<file path="config.mk">
export PLATFORM = sky130hd
export DESIGN_NAME = smei_regs
export DESIGN_NICKNAME = d
export VERILOG_FILES = /design/src/smei_pkg.sv /design/src/smei_event_flag.sv /design/src/smei_regs.sv
export VERILOG_INCLUDE_DIRS = /design/src
export SDC_FILE = /design/constraint.sdc
export NUM_CORES = 1
export LEC_CHECK = 0
export ABC_CLOCK_PERIOD_IN_PS = 2100
export BUFFER_PORTS_ARGS = -buffer_cell sky130_fd_sc_hd__buf_2
export CORE_ASPECT_RATIO = 0.8
export CORE_MARGIN = 2
export CORE_UTILIZATION = 45
export CTS_CLUSTER_SIZE = 24
export DETAILED_ROUTE_END_ITERATION = 8
export HOLD_SLACK_MARGIN = 0.03
export PLACE_DENSITY = 0.8
export SYNTH_ARGS = -nofsm -noshare
export SYNTH_HDL_FRONTEND = slang
export SYNTH_HIERARCHICAL = 1
export SYNTH_SLANG_ARGS = --single-unit
</file>
<file path="constraint.sdc">
create_clock -name clk -period 2.1 [get_ports clk]
set_input_delay 0.42 -clock clk [delete_from_list [all_inputs] [get_ports clk]]
set_output_delay 0.42 -clock clk [all_outputs]
set_load 0.05 [all_outputs]
</file>
<file path="src/smei_defs.svh">
// offsets, field positions and reset values of the spi master event/irq bank
`ifndef SMEI_DEFS_SVH
`define SMEI_DEFS_SVH

`define SMEI_ADDR_W         12
`define SMEI_EV_N           5

`define SMEI_OFS_TASK_START 12'h010
`define SMEI_OFS_EV_STOP    12'h104
`define SMEI_OFS_EV_RXDONE  12'h110
`define SMEI_OFS_EV_END     12'h118
`define SMEI_OFS_EV_TXDONE  12'h120
`define SMEI_OFS_EV_BEGAN   12'h14C
`define SMEI_OFS_LINKS      12'h200
`define SMEI_OFS_IEN_SET    12'h304
`define SMEI_OFS_IEN_CLR    12'h308
`define SMEI_OFS_IRQ_STAT   12'h400

`define SMEI_BIT_STOP       0
`define SMEI_BIT_RXDONE     1
`define SMEI_BIT_END        2
`define SMEI_BIT_TXDONE     3
`define SMEI_BIT_BEGAN      4
`define SMEI_BIT_END_START  0
`define SMEI_BIT_TRIGGER    0

`define SMEI_RST_WORD       32'h0000_0000
`define SMEI_RST_EV         5'h00
`define SMEI_RST_LINK       1'b0

`endif

</file>
<file path="src/smei_pkg.sv">
// types of the spi master event/irq bank
package smei_pkg;
  typedef logic [11:0] smei_addr_type;
  typedef logic [31:0] smei_word_type;
  typedef logic [4:0]  smei_evset_type;
  // which buffer completions are still outstanding in the current transfer
  typedef enum logic [1:0] {XF_IDLE, XF_BOTH, XF_RX, XF_TX} smei_xfer_type;
endpackage : smei_pkg

</file>
<file path="src/smei_event_flag.sv">
// one event flag: hardware sets, software writes
module smei_event_flag
  import smei_pkg::*;
(
  input  wire logic clk,
  input  wire logic rst,
  input  wire logic hw_set,
  input  wire logic sw_wr,
  input  wire logic sw_val,
  output logic      flag_ff
);

  // set wins so an event in the clearing cycle is kept
  always_ff @(posedge clk or posedge rst) begin
    if (rst) begin
      flag_ff <= 1'b0;
    end else if (hw_set) begin
      flag_ff <= 1'b1;
    end else if (sw_wr) begin
      flag_ff <= sw_val;
    end
  end
endmodule // smei_event_flag

</file>
<file path="src/smei_regs.sv">
// event flags, restart link and interrupt enables of the spi master unit
`include "smei_defs.svh"

module smei_regs
  import smei_pkg::*;
(
  input  wire logic    clk,
  input  wire logic    rst,
  input  smei_addr_type addr,
  input  smei_word_type wdata,
  input  wire logic    wr_en,
  input  wire logic    rd_en,
  output smei_word_type rdata,
  input  wire logic    ev_stopped,
  input  wire logic    ev_rx_done,
  input  wire logic    ev_tx_done,
  input  wire logic    ev_started,
  output logic         start_task,
  output logic         irq
);

  smei_evset_type ev_hit;
  smei_evset_type ev_wr;
  smei_evset_type flags;
  smei_evset_type ien_ff;
  smei_evset_type nxt_ien;
  smei_evset_type stat_ff;
  smei_evset_type nxt_stat;
  smei_xfer_type  xfer_ff;
  smei_xfer_type  nxt_xfer;
  smei_word_type  rdata_ff;
  smei_word_type  nxt_rdata;
  logic           end_hit;
  logic           links_ff;
  logic           start_task_ff;
  logic           irq_ff;
  logic           start_wr;

  assign rdata      = rdata_ff;
  assign start_task = start_task_ff;
  assign irq        = irq_ff;

  // combined done tracking
  always_comb begin
    nxt_xfer = xfer_ff;
    end_hit  = 1'b0;
    unique case (xfer_ff)
      XF_IDLE: begin
        nxt_xfer = XF_IDLE;
      end
      XF_BOTH: begin
        if (ev_rx_done && ev_tx_done) begin
          end_hit  = 1'b1;
          nxt_xfer = XF_IDLE;
        end else if (ev_rx_done) begin
          nxt_xfer = XF_TX;
        end else if (ev_tx_done) begin
          nxt_xfer = XF_RX;
        end
      end
      XF_RX: begin
        if (ev_rx_done) begin
          end_hit  = 1'b1;
          nxt_xfer = XF_IDLE;
        end
      end
      XF_TX: begin
        if (ev_tx_done) begin
          end_hit  = 1'b1;
          nxt_xfer = XF_IDLE;
        end
      end
    endcase
    // a new transfer restarts the bookkeeping
    if (ev_started) begin
      nxt_xfer = XF_BOTH;
    end
  end

  always_ff @(posedge clk or posedge rst) begin
    if (rst) begin
      xfer_ff <= XF_IDLE;
    end else begin
      xfer_ff <= nxt_xfer;
    end
  end

  always_comb begin
    ev_hit                  = '0;
    ev_hit[`SMEI_BIT_STOP]   = ev_stopped;
    ev_hit[`SMEI_BIT_RXDONE] = ev_rx_done;
    ev_hit[`SMEI_BIT_END]    = end_hit;
    ev_hit[`SMEI_BIT_TXDONE] = ev_tx_done;
    ev_hit[`SMEI_BIT_BEGAN]  = ev_started;
  end

  always_comb begin
    ev_wr = '0;
    if (wr_en) begin
      unique case (addr)
        `SMEI_OFS_EV_STOP:   ev_wr[`SMEI_BIT_STOP]   = 1'b1;
        `SMEI_OFS_EV_RXDONE: ev_wr[`SMEI_BIT_RXDONE] = 1'b1;
        `SMEI_OFS_EV_END:    ev_wr[`SMEI_BIT_END]    = 1'b1;
        `SMEI_OFS_EV_TXDONE: ev_wr[`SMEI_BIT_TXDONE] = 1'b1;
        `SMEI_OFS_EV_BEGAN:  ev_wr[`SMEI_BIT_BEGAN]  = 1'b1;
        default:             ev_wr = '0;
      endcase
    end
  end

  // one flag per event; are five of these
  for (genvar gi = 0; gi < `SMEI_EV_N; gi++) begin : g_flag
    smei_event_flag u_flag (
      .clk     (clk),
      .rst     (rst),
      .hw_set  (ev_hit[gi]),
      .sw_wr   (ev_wr[gi]),
      .sw_val  (wdata[0]),
      .flag_ff (flags[gi])
    );
  end

  // restart link
  always_ff @(posedge clk or posedge rst) begin
    if (rst) begin
      links_ff <= `SMEI_RST_LINK;
    end else if (wr_en && addr == `SMEI_OFS_LINKS) begin
      links_ff <= wdata[`SMEI_BIT_END_START];
    end
  end

  assign start_wr = wr_en && addr == `SMEI_OFS_TASK_START && wdata[`SMEI_BIT_TRIGGER];

  // start pulse, one cycle, from software or the link
  always_ff @(posedge clk or posedge rst) begin
    if (rst) begin
      start_task_ff <= 1'b0;
    end else begin
      start_task_ff <= start_wr || (end_hit && links_ff);
    end
  end

  // enables: set and clear are separate words, so zeros are harmless
  always_comb begin
    nxt_ien = ien_ff;
    if (wr_en && addr == `SMEI_OFS_IEN_SET) begin
      nxt_ien = ien_ff | wdata[`SMEI_EV_N-1:0];
    end else if (wr_en && addr == `SMEI_OFS_IEN_CLR) begin
      nxt_ien = ien_ff & ~wdata[`SMEI_EV_N-1:0];
    end
  end

  always_ff @(posedge clk or posedge rst) begin
    if (rst) begin
      ien_ff <= `SMEI_RST_EV;
    end else begin
      ien_ff <= nxt_ien;
    end
  end

  // sticky status, cleared by reading it; a new event beats the clear
  always_comb begin
    nxt_stat = stat_ff;
    if (rd_en && addr == `SMEI_OFS_IRQ_STAT) begin
      nxt_stat = '0;
    end
    nxt_stat = nxt_stat | ev_hit;
  end

  always_ff @(posedge clk or posedge rst) begin
    if (rst) begin
      stat_ff <= `SMEI_RST_EV;
    end else begin
      stat_ff <= nxt_stat;
    end
  end

  // flags keep irq up even after the status word was read
  always_ff @(posedge clk or posedge rst) begin
    if (rst) begin
      irq_ff <= 1'b0;
    end else begin
      irq_ff <= |((flags | stat_ff) & ien_ff);
    end
  end

  always_comb begin
    nxt_rdata = `SMEI_RST_WORD;
    if (rd_en) begin
      unique case (addr)
        `SMEI_OFS_EV_STOP:   nxt_rdata[0] = flags[`SMEI_BIT_STOP];
        `SMEI_OFS_EV_RXDONE: nxt_rdata[0] = flags[`SMEI_BIT_RXDONE];
        `SMEI_OFS_EV_END:    nxt_rdata[0] = flags[`SMEI_BIT_END];
        `SMEI_OFS_EV_TXDONE: nxt_rdata[0] = flags[`SMEI_BIT_TXDONE];
        `SMEI_OFS_EV_BEGAN:  nxt_rdata[0] = flags[`SMEI_BIT_BEGAN];
        `SMEI_OFS_LINKS:     nxt_rdata[`SMEI_BIT_END_START] = links_ff;
        `SMEI_OFS_IEN_SET:   nxt_rdata[`SMEI_EV_N-1:0] = ien_ff;
        `SMEI_OFS_IEN_CLR:   nxt_rdata[`SMEI_EV_N-1:0] = ien_ff;
        `SMEI_OFS_IRQ_STAT:  nxt_rdata[`SMEI_EV_N-1:0] = stat_ff;
        default:             nxt_rdata = `SMEI_RST_WORD;
      endcase
    end
  end

  // data stands only in the cycle after the strobe
  always_ff @(posedge clk or posedge rst) begin
    if (rst) begin
      rdata_ff <= `SMEI_RST_WORD;
    end else begin
      rdata_ff <= nxt_rdata;
    end
  end

  // helper: completions seen since the last transfer began or ended
  logic rx_seen_h;
  logic tx_seen_h;

  always_ff @(posedge clk or posedge rst) begin
    if (rst) begin
      rx_seen_h <= 1'b0;
      tx_seen_h <= 1'b0;
    end else if (ev_started || end_hit) begin
      rx_seen_h <= 1'b0;
      tx_seen_h <= 1'b0;
    end else begin
      rx_seen_h <= rx_seen_h | ev_rx_done;
      tx_seen_h <= tx_seen_h | ev_tx_done;
    end
  end
endmodule // smei_regs

</file>
==> key figures <==
STA
  • Final TNS setup: 0 ns
  • Unrepaired setup endpoints after global routing: no
  • Worst Max-Slew Pin Slew: 0.734 ns
  • Pins Over Slew Limit: 0
  • Period Utilization, post-route: 0.916
  • Rel. slew slack: 0.510
  • Fmax: 520 MHz
  • Final Worst Setup Slack: 0.177 ns
  • Worst clock skew: approximately 0.0043 ns
  • Min Clock Period, post-route: 1.92 ns
  • Hold Violations, Final: 0
  • Final setup viols: 0

Synthesis
  • Synthesized flop and latch total: 25
  • Synthesized instance count: between 150 and 200
  • Syn_area_per_cell: 9.53 µm²
  • Synth Flop Type: dfrtp_1
  • Sequential-to-total area share from yosys stat: 0.386
  • Largest area contributor in the netlist: dfrtp_1
  • Synth area leaders: dfrtp_1 (39%), buf_4 (13%), nor2b_1 (3.9%)
  • Number of synthesized flops with an enable pin: 0
  • Synthesis warning total: 6
  • Yosys top cell area share: 0.386
  • Cell variety after synth: 44
  • Mapped Area: 1620 µm²
  • Ys async rst share: 1.00

Global route
  • Maximum number of pins on one net before global-route repair: 21
  • GRT Total Usage: 0.161
  • Antenna violations before repair: 0
  • Vias in the first global route: approximately 1,100
  • Total grt overflow: 0
  • First-pass GRT wire length: roughly 5.2 mm

Final layout
  • Final Net Count: between 200 and 300
  • Finished Layout Cells: roughly 260
  • Ant. Diodes: 0
  • Syn-to-layout area delta: 14.1%
  • Share of layout cells above drive strength 1: 0.260
  • Commonest non-fill, non-tap cell in the layout: buf_2
  • Layout filler cell count: 345
  • Commonest non-fill, non-tap cells in the layout: buf_2 (31), conb_1 (27), dfrtp_1 (25)

Setup path
  • Slowest cell delay on critical path: 0.54 ns
  • Slowest cell on the critical path: or4b_1
  • Worst EP arrival: 2.08 ns
  • Critical path endpoint category: flop
  • Cell Chain, Critical Path: buf_2 > or4b_1 > or4_4 > nor3_1 > nor2b_1 > a211o_1
  • CP delay by family, top: simple AND/OR/NAND/NOR gates
  • WS Path Type: input pin to flop
  • WP data required: 2.26 ns
  • Crit Path Max Fanout: 3
  • Buf/Inv on CP: 1
  • Worst setup SP type: input pin

Route
  • WL final: 3.19 mm
  • Pre-antenna DRT Iters: 4
  • Remaining DRCs: 0
  • Drt via density: 4.99
  • Post-route ant nets: 0
  • Vias: 1,282
  • WL per Instance: 12.4 µm
  • DRT iter0 DRCs: 52

Status
  • Status: finished clean

CTS
  • Cts bufs inserted: 3
  • Clock sinks: 25
  • Clk buf depth: 2
  • Worst-path clk slew: 0.08 ns
  • CTS root buf: clkbuf_8
  • Max H-tree Level: 1
  • Worst-Skew Late Latency: 0.27 ns
  • CTS tree: done

Place
  • Routability-driven placement congestion ratio: 0.794
  • # port buffers: 31
  • Hpwl dp: 2.61 mm
  • # placed instances: 252
  • Worst slack at placement: -0.123 ns

Power and ir drop
  • Static Leakage: 0.853 nW
  • Max VDD drop: 255 µV
  • P per Cell Area: 525 nW/µm²
  • Total power: 971 µW

Floorplan
  • Row count: 19
  • Core Area: 3450 µm²
  • Die width: 71.1 µm
  • Die Y: 57.7 µm
  • Die area: 4100 µm²
  • Initial Util: 0.470
  • Io pins: 86

Min path
  • Hold Crit Class: input pin to flop

Flow run
  • Maximum capacitance violations: 0
-- final timing paths --
path	from	endpoint	slack, ns	depth (start not counted)
max	addr[5]	g_flag[1].u_flag/flag_ff$_DFFE_PP0P_	0.18	6
min	ev_started	xfer_ff[1]$_DFFE_PP0P_	0.35	2
max reg2reg	xfer_ff[0]$_DFFE_PP0P_	start_task$_DFF_PP0_	0.87	4
min reg2reg	stat_ff[3]$_DFF_PP0_	stat_ff[3]$_DFF_PP0_	0.51	1
max in group asynchronous	rst	start_task$_DFF_PP0_	0.78	3
min in group asynchronous	rst	g_flag[2].u_flag/flag_ff$_DFFE_PP0P_	0.56	3
-- final cells by class --
cell class                      count  area (µm²)  share of cell area
Clock buffer                        4        45.0              0.0244
Inverter                           10        37.5              0.0203
Multi-Input combinational cell    133         841               0.455
Sequential cell                    25         626               0.338
Tap cell                           42        52.6              0.0284
Timing Repair Buffer               43         248               0.134
-- Yosys cell counts, types with 2 or more instances --
| master | count |
|---|---|
| a211o_1 | 5 |
| a21o_1 | 6 |
| a21oi_1 | 4 |
| a22oi_1 | 4 |
| buf_4 | 27 |
| dfrtp_1 | 25 |
| inv_1 | 10 |
| mux2_1 | 5 |
| mux2i_1 | 2 |
| nand2_1 | 14 |
| nand3_1 | 8 |
| nand3b_1 | 3 |
| nor2_1 | 7 |
| nor2b_1 | 10 |
| nor3_1 | 4 |
| nor3b_1 | 2 |
| o21ai_0 | 6 |
| o21ai_1 | 2 |
-- timing repair --
item,4_1_cts,5_1_grt
endpoints found under the hold margin,5,0
hold buffers,1,0
gates resized for setup,0,0
buffers inserted,0,0
-- metal layers --
layer	vias up	GRT usage	wire, µm
li1	633	-	-
met1	611	0.214	1500
met2	35	0.271	1480
met3	3	0.0452	196
met4	0	0.0243	21
met5	-	0	0
-- power by group --
group	leakage [nW]	total (mW)	switching, mW	internal [mW]
Combinational	0.537	0.209	0.163	0.0458
Clock	0.0228	0.275	0.140	0.136
Sequential	0.293	0.487	0.00327	0.484
Total	0.853	0.971	0.306	0.665
-- per-stage QoR --
step           utilization  hold slack [ns]  cell area (µm²)
2_1_floorplan            -            0.149             1720
3_3_place_gp         0.521            0.308             1790
3_5_place_dp         0.521            0.309             1790
4_1_cts              0.536            0.347             1850
5_1_grt              0.536            0.351             1850
6_report             0.536            0.354             1850
-- kinds of logic after synthesis --
group           share of synthesized area
flops                               0.386
buf+inv                             0.155
xor+xnor                           0.0108
mux                                0.0633
simple gates                        0.245
other cells                       0.00231
compound gates                      0.137
(Power assumes the default switching activity.)
